**src/pwlk_params.svh**
```systemverilog
`ifndef PWLK_PARAMS_SVH
`define PWLK_PARAMS_SVH

// number of peripheral groups, one lock bit each
`define PWLK_NUM_GROUPS 8
`define PWLK_GROUP_W 3

// firmware access carrier widths
`define PWLK_ADDR_W 12
`define PWLK_DATA_W 32

// key register data width and the two key values (values arbitrary)
`define PWLK_KEY_W 8
`define PWLK_KEY_FIRST 8'ha5
`define PWLK_KEY_SECOND 8'hf1

// lock mask value after reset: every group released
`define PWLK_LOCK_RESET 8'h00

// key status encodings as seen on the status port
`define PWLK_STATUS_W 2
`define PWLK_STATUS_LOCKED 2'h0
`define PWLK_STATUS_FIRST 2'h1
`define PWLK_STATUS_UNLOCKED 2'h3

`endif

```
**src/pwlk_pkg.sv**
```systemverilog
`include "pwlk_params.svh"

package pwlk_pkg;

   // key sequencer states, gray coded along locked -> first -> unlocked
   typedef enum logic [`PWLK_STATUS_W-1:0] {
      PWLK_KEY_LOCKED = `PWLK_STATUS_LOCKED,
      PWLK_KEY_FIRST = `PWLK_STATUS_FIRST,
      PWLK_KEY_UNLOCKED = `PWLK_STATUS_UNLOCKED
   } pwlk_key_state_e;

   // one firmware access towards a peripheral register
   typedef struct packed {
      logic valid;
      logic write;
      logic [`PWLK_GROUP_W-1:0] group;
      logic [`PWLK_ADDR_W-1:0] addr;
      logic [`PWLK_DATA_W-1:0] wdata;
   } pwlk_access_s;

endpackage : pwlk_pkg

```
**src/pwlk_key_seq.sv**
```systemverilog
`timescale 1ns/10ps
`include "pwlk_params.svh"

module pwlk_key_seq
(
   input wire logic clk_in,
   input wire logic rst_in,
   input wire logic key_wr_in,
   input wire logic [`PWLK_KEY_W-1:0] key_data_in,
   output pwlk_pkg::pwlk_key_state_e state_out,
   output logic unlocked_out
);

   pwlk_pkg::pwlk_key_state_e state;
   pwlk_pkg::pwlk_key_state_e next_state;

   // next state: only key writes move the sequence
   always_comb
   begin
      next_state = state;
      if (key_wr_in)
      begin
         case (state)
            pwlk_pkg::PWLK_KEY_LOCKED:
            begin
               if (key_data_in == `PWLK_KEY_FIRST)
                  next_state = pwlk_pkg::PWLK_KEY_FIRST;
               else
                  next_state = pwlk_pkg::PWLK_KEY_LOCKED;
            end
            pwlk_pkg::PWLK_KEY_FIRST:
            begin
               if (key_data_in == `PWLK_KEY_SECOND)
                  next_state = pwlk_pkg::PWLK_KEY_UNLOCKED;
               else
                  next_state = pwlk_pkg::PWLK_KEY_LOCKED;
            end
            pwlk_pkg::PWLK_KEY_UNLOCKED:
               next_state = pwlk_pkg::PWLK_KEY_LOCKED; // any value re-arms
            default:
               next_state = pwlk_pkg::PWLK_KEY_LOCKED;
         endcase
      end
   end

   // state register, protected after reset
   always_ff @(posedge clk_in)
   begin
      if (rst_in)
         state <= pwlk_pkg::PWLK_KEY_LOCKED;
      else
         state <= next_state;
   end

   assign state_out = state;
   assign unlocked_out = (state == pwlk_pkg::PWLK_KEY_UNLOCKED);

endmodule : pwlk_key_seq

```
**src/pwlk_top.sv**
```systemverilog
`timescale 1ns/10ps
`include "pwlk_params.svh"

// Summary of operation
// - each lock mask bit write-protects one whole peripheral group together
// - lock mask changes only after the full ordered key sequence is written
// - any key write after unlocking re-protects the lock mask until sequence repeats
// - key status output shows whether the lock mask is locked, has seen the first key, or is unlocked
// - writes to a locked group are dropped, peripheral contents stay unchanged
// - reads of any peripheral always pass through, locked or not

module pwlk_top
(
   // clock and reset
   input wire logic clk_in,
   input wire logic rst_in,
   // key register writes and the key status
   input wire logic key_wr_in,
   input wire logic [`PWLK_KEY_W-1:0] key_data_in,
   output logic [`PWLK_STATUS_W-1:0] key_status_out,
   // lock mask writes and the current mask
   input wire logic lock_wr_in,
   input wire logic [`PWLK_NUM_GROUPS-1:0] lock_data_in,
   output logic [`PWLK_NUM_GROUPS-1:0] peripheral_group_lock_mask_out,
   output logic lock_wr_refused_out,
   // firmware access in, filtered access out towards the peripherals
   input wire pwlk_pkg::pwlk_access_s cpu_acc_in,
   output pwlk_pkg::pwlk_access_s periph_acc_out,
   output logic [`PWLK_NUM_GROUPS-1:0] group_wr_en_out,
   // report of the most recent dropped write
   output logic wr_blocked_out,
   output logic [`PWLK_GROUP_W-1:0] blocked_group_out
);

   // true when an access addresses the given group
   function automatic logic group_hit
   (
      input logic [`PWLK_GROUP_W-1:0] grp,
      input int unsigned idx
   );
      group_hit = (grp == idx[`PWLK_GROUP_W-1:0]);
   endfunction : group_hit

   // true for a valid firmware write; the lane enables and the drop path both need it
   function automatic logic wr_request
   (
      input pwlk_pkg::pwlk_access_s acc
   );
      wr_request = acc.valid && acc.write;
   endfunction : wr_request

   // key sequencer view
   pwlk_pkg::pwlk_key_state_e key_state;
   logic unlocked;

   // lock mask and its refusal report
   logic [`PWLK_NUM_GROUPS-1:0] lock_mask;
   logic [`PWLK_NUM_GROUPS-1:0] next_lock_mask;
   logic lock_wr_refused;
   logic next_lock_wr_refused;

   // registered access path and drop report
   genvar g;
   pwlk_pkg::pwlk_access_s periph_acc;
   pwlk_pkg::pwlk_access_s next_periph_acc;
   logic [`PWLK_NUM_GROUPS-1:0] group_wr_en;
   logic [`PWLK_NUM_GROUPS-1:0] next_group_wr_en;
   logic wr_blocked;
   logic next_wr_blocked;
   logic [`PWLK_GROUP_W-1:0] blocked_group;
   logic [`PWLK_GROUP_W-1:0] next_blocked_group;
   logic target_locked;

   // key sequence tracking lives in its own small machine
   pwlk_key_seq u_key_seq
   (
      .clk_in(clk_in),
      .rst_in(rst_in),
      .key_wr_in(key_wr_in),
      .key_data_in(key_data_in),
      .state_out(key_state),
      .unlocked_out(unlocked)
   );

   // lock mask lanes: each bit takes the written value only while the key
   // sequence is complete; the registered unlock state gates the write, so a key
   // write and a lock write in the same cycle still see the old unlock state
   generate
      for (g = 0; g < `PWLK_NUM_GROUPS; g = g + 1)
      begin : gen_lock
         always_comb
         begin
            next_lock_mask[g] = lock_mask[g];
            if (lock_wr_in && unlocked)
               next_lock_mask[g] = lock_data_in[g];
         end
      end
   endgenerate

   // lock mask register, every group released after reset
   always_ff @(posedge clk_in)
   begin
      if (rst_in)
         lock_mask <= `PWLK_LOCK_RESET;
      else
         lock_mask <= next_lock_mask;
   end

   // refusal report: a lock write outside the unlocked state changes nothing
   always_comb
   begin
      next_lock_wr_refused = 1'b0;
      if (lock_wr_in && !unlocked)
         next_lock_wr_refused = 1'b1; // locked mask ignores the write
   end

   // refusal pulse lasts one cycle; firmware sees no other sign of it
   always_ff @(posedge clk_in)
   begin
      if (rst_in)
         lock_wr_refused <= 1'b0;
      else
         lock_wr_refused <= next_lock_wr_refused;
   end

   // one bit covers every register of its group, whatever the address
   assign target_locked = lock_mask[cpu_acc_in.group];

   // forwarded access: locked writes vanish, reads always go through
   always_comb
   begin
      next_periph_acc = cpu_acc_in; // reads pass unchanged, never qualified by the mask
      next_wr_blocked = 1'b0;
      next_blocked_group = blocked_group;
      if (wr_request(cpu_acc_in) && target_locked)
      begin
         next_periph_acc.valid = 1'b0; // peripheral never sees the write
         next_periph_acc.wdata = '0; // blocked data is not leaked onto the peripheral side
         next_wr_blocked = 1'b1;
         next_blocked_group = cpu_acc_in.group; // holds until the next drop
      end
   end

   // per-group write enables, one lane per lock bit
   generate
      for (g = 0; g < `PWLK_NUM_GROUPS; g = g + 1)
      begin : gen_group
         always_comb
         begin
            next_group_wr_en[g] = wr_request(cpu_acc_in) &&
                                  group_hit(cpu_acc_in.group, g) && !lock_mask[g];
         end
      end
   endgenerate

   // one cycle of latency keeps every data output registered
   always_ff @(posedge clk_in)
   begin
      if (rst_in)
         periph_acc <= '0;
      else
         periph_acc <= next_periph_acc;
   end

   // lane enables share the access copy's timing, so the peripheral sees both together
   always_ff @(posedge clk_in)
   begin
      if (rst_in)
         group_wr_en <= '0;
      else
         group_wr_en <= next_group_wr_en;
   end

   // drop report: the pulse and the group that caused it
   always_ff @(posedge clk_in)
   begin
      if (rst_in)
      begin
         wr_blocked <= 1'b0;
         blocked_group <= '0;
      end
      else
      begin
         wr_blocked <= next_wr_blocked;
         blocked_group <= next_blocked_group;
      end
   end

   // key and lock view; only the unlocked status code permits mask changes
   assign key_status_out = key_state;
   assign peripheral_group_lock_mask_out = lock_mask;
   assign lock_wr_refused_out = lock_wr_refused;

   // filtered access towards the peripherals
   assign periph_acc_out = periph_acc;
   assign group_wr_en_out = group_wr_en;

   // drop report
   assign wr_blocked_out = wr_blocked;
   assign blocked_group_out = blocked_group;

endmodule : pwlk_top

```
**config.mk**
```make
export PLATFORM = sky130hd
export DESIGN_NAME = pwlk_top
export DESIGN_NICKNAME = d
export VERILOG_FILES = /design/src/pwlk_pkg.sv /design/src/pwlk_key_seq.sv /design/src/pwlk_top.sv
export VERILOG_INCLUDE_DIRS = /design/src
export SDC_FILE = /design/constraint.sdc
export NUM_CORES = 1
export LEC_CHECK = 0
export BUFFER_PORTS_ARGS = -buffer_cell sky130_fd_sc_hd__buf_2
export CAP_MARGIN = 25
export CORE_UTILIZATION = 35
export DETAILED_ROUTE_END_ITERATION = 12
export HOLD_SLACK_MARGIN = 0.15
export PLACE_DENSITY = 0.78
export SYNTH_ARGS = -nofsm -noshare
export SYNTH_HDL_FRONTEND = slang
export SYNTH_SLANG_ARGS = --single-unit
```
**constraint.sdc**
```tcl
create_clock -name clk_in -period 3 [get_ports clk_in]
set_input_delay 0.3 -clock clk_in [delete_from_list [all_inputs] [get_ports clk_in]]
set_output_delay 0.3 -clock clk_in [all_outputs]
set_load 0.02 [all_outputs]
```
# ---- Yosys cells after proc, flatten, opt, wreduce, memory -nomap -nowiden
# Cells that the tools add are included.
# Widths: inputs -> output; s select.
dict set report word_totals {
  wordCells 62
  reg_bits 72
  input_bits 69
  out_inout_bits 72
}
dict set report op_classes {
  muxes 7
  order_cmp 1
  eq_ne 11
  reduce_logical 32
}
# cell n
set ops {}
lappend ops {{$logic_and 1x1->1} 20}
lappend ops {{$eq 8x8->1 const B} 2}
lappend ops {{$eq 3x3->1 const B} 4}
lappend ops {{$logic_not 1->1} 9}
lappend ops {{$eq 3x2->1 const B} 2}
lappend ops {{$lt 3x4->1 const B} 1}
lappend ops {{$mux 1} 4}
lappend ops {{$pmux 2 s2} 1}
lappend ops {{$bmux 1 s3} 1}
lappend ops {{$eq 3x1->1 const B} 1}
lappend ops {{$logic_not 3->1} 1}
lappend ops {{$eq 2x1->1 const B} 1}
lappend ops {{$eq 2x2->1 const B} 1}
lappend ops {{$logic_not 2->1} 1}
lappend ops {{$mux 2} 1}
lappend ops {{$reduce_or 2->1} 1}

# ---- Longest topological paths before layout
dict set report logic_depth {
  depth_word 4
  mapped_depth 6
}

# ---- Cells and area by module
# From an unflattened synthesis, not the netlist that was laid out.
dict set report unflattened {
  hier_cells 199
  area_unflattened_um2 2240.9
}
# mod cells_per_inst area_per_inst_um2 n_inst
set by_module_without_submodules {}
lappend by_module_without_submodules {pwlk_top 185 2128.3 1}
lappend by_module_without_submodules {pwlk_key_seq 14 112.6 1}

# ---- Least setup slack after synthesis
# OpenSTA, ideal clock, no wires.
dict set report synth_path {
  path_type {register -> register}
  from {reg lock_mask[5], in the netlist peripheral_group_lock_mask_out[5]}
  to {reg periph_acc (netlist bit periph_acc_out[18])}
  stages_incl_launch_ff 6
  arrival_time_ns 1.437
  setup_time_ns 0.057
  n_path_buf 1
  path_slack_ns 1.506
  cell_sequence {dfxtp_1 -> mux2_4 -> a2bb2oi_2 -> a41oi_4 -> buf_6 -> and2_4}
}
dict set report synth_via {
  elab_chain_cells 4
}
# item line
set synth_lines {}
lappend synth_lines {{from (decl)} pwlk_top.sv:57} ;# logic [`PWLK_NUM_GROUPS-1:0] lock_mask;
lappend synth_lines {{from (signal assigned)} pwlk_top.sv:104} ;# lock_mask <= `PWLK_LOCK_RESET;
lappend synth_lines {{from (signal assigned)} pwlk_top.sv:106} ;# lock_mask <= next_lock_mask;
lappend synth_lines {{$bmux 1 s3} pwlk_top.sv:127} ;# assign target_locked = lock_mask[cpu_acc_in.group];
lappend synth_lines {{$mux 1 (not written as such)} pwlk_top.sv:127}
lappend synth_lines {{$logic_and 1x1->1} pwlk_top.sv:135} ;# if (wr_request(cpu_acc_in) && target_locked)
lappend synth_lines {{$reduce_or 2->1 (no source line)} -}
lappend synth_lines {{to (signal assigned)} pwlk_top.sv:162} ;# periph_acc <= next_periph_acc;
lappend synth_lines {{to (decl)} pwlk_top.sv:64} ;# pwlk_pkg::pwlk_access_s periph_acc;
# No other way between the ends. The select of a mux whose other input is x is not followed.
# A chain may end at the register's enable or synchronous reset.

# ---- Final worst setup path
dict set report layout_path {
  from {reg lock_mask[5], in the netlist peripheral_group_lock_mask_out[5]}
  to {reg periph_acc (netlist bit periph_acc_out[7])}
}
# Same word-level chain as after synthesis.

==> results.sh <==
export IMPL_synth_top_family_by_area="simple AND/OR/NAND/NOR gates"
export IMPL_layout_commonest_cell="buf_2"
export IMPL_cp_cell_sequence="mux2_4 -> a2bb2oi_2 -> a41oi_4 -> and2_2"
export IMPL_place_congestion=0.7668
export IMPL_fp_coreArea_mm2=0.006096
export IMPL_netlist_area_leader_share=0.6361
export IMPL_clockBufferDepth=2
export IMPL_start_util=0.3717
export IMPL_grt_max_degree=37
export IMPL_ir_drop_mv=0.3023
export IMPL_synth_edff_count=0
export IMPL_design_area_mm2=0.003263
export IMPL_timing_final_crit_share=0.6089
export IMPL_fin_tns_setup_ns=0
export IMPL_die_h_um=82.46
export IMPL_grt_antenna_before_repair=0
export IMPL_clk_latency_ns=0.33
export IMPL_num_vias=1813
export IMPL_synth_cell_types=31
export IMPL_dp_cells=396
export IMPL_cp_slowest_stage_delay_ns=0.74
export IMPL_viasPerCell=4.306
export IMPL_synthAdderAreaFrac=0
export IMPL_syn2layout_area_growth_pct=44.01
export IMPL_max_freq_ghz=0.5474
export IMPL_p_leak_nw=1.679
export IMPL_synth_top_area_cell="dfxtp_1"
export IMPL_drt_iter0_drc=19
export IMPL_synthesis_area_mm2=0.002266
export IMPL_clk_pin_slew_ns=0.07
export IMPL_slew_viol_final=0
export IMPL_grt_pass1_wl_um=7127
export IMPL_die_area_mm2=0.006800
export IMPL_fillers=565
export IMPL_syn_nets=258
export IMPL_placementRows=28
export IMPL_grt_pass1_vias=1549
export IMPL_top_layer_used="met4"
export IMPL_criticalPathCategory="flop to flop"
export IMPL_total_power_mw=1.883
export IMPL_maxSlewHeadroom=0.4306
export IMPL_wl_per_cell_um=12.02
export IMPL_cp_data_required_time_ns=3.28
export IMPL_worstMarginPinSlew_ns=0.8514
export IMPL_layout_drive_gt1_share=0.5029
export IMPL_layout_min_cycle_time_ns=1.827
export IMPL_fin_hold_ws_ns=0.1668
export IMPL_tritoncts="built"
export IMPL_critPathMaxFanout=36
export IMPL_port_buffers=140
export IMPL_synth_seq_cells=72
export IMPL_finalHoldViolations=0
export IMPL_dr_pass1_iters=4
export IMPL_synth_ff_type="dfxtp_1"
export IMPL_dpl_cell_area_mm2=0.002999
export IMPL_cts_max_level=3
export IMPL_cpMaxStageDelayCell="a41oi_4"
export IMPL_io_pins=141
export IMPL_seq_area_frac_synth=0.6361
export IMPL_wl_met1_um=2106
export IMPL_fin_nets=410
export IMPL_met2_wirelength_um=2311
export IMPL_status="finished clean"
export IMPL_cts_sinks=72
export IMPL_post_cts_resized=0
export IMPL_synth_area_leaders="dfxtp_1 (64%), and2_1 (5.8%), nor2b_1 (5.2%)"
export IMPL_synth_warnings=0
export IMPL_startpoint_type="flop"
export IMPL_async_flop_share=0
export IMPL_die_x_um=82.46
export IMPL_skew_ns=0.005080
export IMPL_clock_root_buffer="clkbuf_8"
export IMPL_synth_simple_gate_area_share=0.2325
export IMPL_stdcell_count=421
export IMPL_rsz0062_at_grt="false"
export IMPL_ant_nets=0
export IMPL_place_hpwl_um=3715
export IMPL_met3_length_um=520
export IMPL_cp_end_kind="flop"
export IMPL_antennaDiodeCount=0
export IMPL_grt_total_usage=0.1472
export IMPL_cap_violations=0
export IMPL_wl_um=5059
export IMPL_hold_class="input port to flop"
export IMPL_avgSynthCellArea_um2=11.99
export IMPL_overflow=0
export IMPL_powerDensity_mw_per_mm2=576.9
export IMPL_synthMuxAreaShare=0.05522
export IMPL_setup_viol=0
export IMPL_synthCells=189
export IMPL_reg2reg_slack_ns=1.17
export IMPL_cts_inserted_buffers=9
export IMPL_synthXorXnorAreaFrac=0
export IMPL_final_cell_mix="buf_2 (140), dfxtp_1 (72), and2_1 (21)"
export IMPL_cp_arrival_ns=2.10
export IMPL_synth_compound_area_frac=0.04749
export IMPL_drcViolationCount=0
[report_power, final]
part	switching [mW]	internal, mW
combinational	0.115	0.0988
sequential	0.00875	0.996
clock	0.344	0.320
[flip-flops by register name (all words and copies together), names as in the netlist]
name                            count
u_key_seq.state_out                 2
group_wr_en_out                     8
periph_acc_out                     49
blocked_group_out                   3
wr_blocked_out                      1
lock_wr_refused_out                 1
peripheral_group_lock_mask_out      8
[stage by stage]
step	worst slack, ns	utilization
floorplan	1.507	-
global placement	0.9588	0.4920
detailed placement	0.8998	0.4920
CTS	1.142	0.5353
global route	1.016	0.5353
finish	1.173	0.5353
[cell usage after synthesis (2+ instances only)]
master    number
and2_2         3
nor2_1        11
a21oi_1        2
nand2b_1       3
dfxtp_1       72
nor3_1         7
nor2b_1       19
buf_6          4
and2_4         9
clkbuf_1       2
nor4_1         2
mux2i_1       11
a22o_2         2
nand2_1        5
and2_1        21
[worst paths after layout]
kind | start | endpoint | cells past startpoint
setup / recovery | peripheral_group_lock_mask_out[5] | periph_acc_out[7] | 4
hold / removal | cpu_acc_in[29] | periph_acc_out[29] | 2
setup reg to reg | peripheral_group_lock_mask_out[5] | periph_acc_out[7] | 4
hold reg to reg | blocked_group_out[1] | blocked_group_out[1] | 1
[final cells by class]
| cell class | count | area, µm² | area share |
|---|---|---|---|
| Clock buffer | 11 | 141.4 | 0.04333 |
| Inverter | 1 | 3.754 | 0.001150 |
| Multi-Input combinational cell | 108 | 759.5 | 0.2327 |
| Tap cell | 75 | 93.84 | 0.02876 |
| Clock inverter | 5 | 32.53 | 0.009969 |
| Timing Repair Buffer | 149 | 790.8 | 0.2423 |
| Sequential cell | 72 | 1441 | 0.4417 |
[layer usage]
metal | track usage | vias to the layer above
met2 | 0.2446 | 107
met5 | 0 | -
met3 | 0.04286 | 10
met1 | 0.1651 | 772
li1 | - | 924
met4 | 0.09123 | 0
[what timing repair did]
item                                   4_1_cts  5_1_grt
endpoints found under the hold margin        9        0
hold buffers                                 9        0
setup buffers                                0        0
[logic make-up (layout without fill, tap and decap cells)]
kind of cell           count (synthesis)  after routing
buffers and inverters                  9            166
multiplexers                          12             12
flip-flops                            72             72
AND/OR/NAND/NOR                       86             86
AO/OA/AOI/OAI                         10             10
[worst max-delay path: cells and delay by family (launching register included)]
kind | cells | cell delay [ns]
AO/OA/AOI/OAI | 2 | 0.90
flip-flops | 1 | 0.33
multiplexers | 1 | 0.28
AND/OR/NAND/NOR | 1 | 0.26
(Power assumes the default switching activity.)
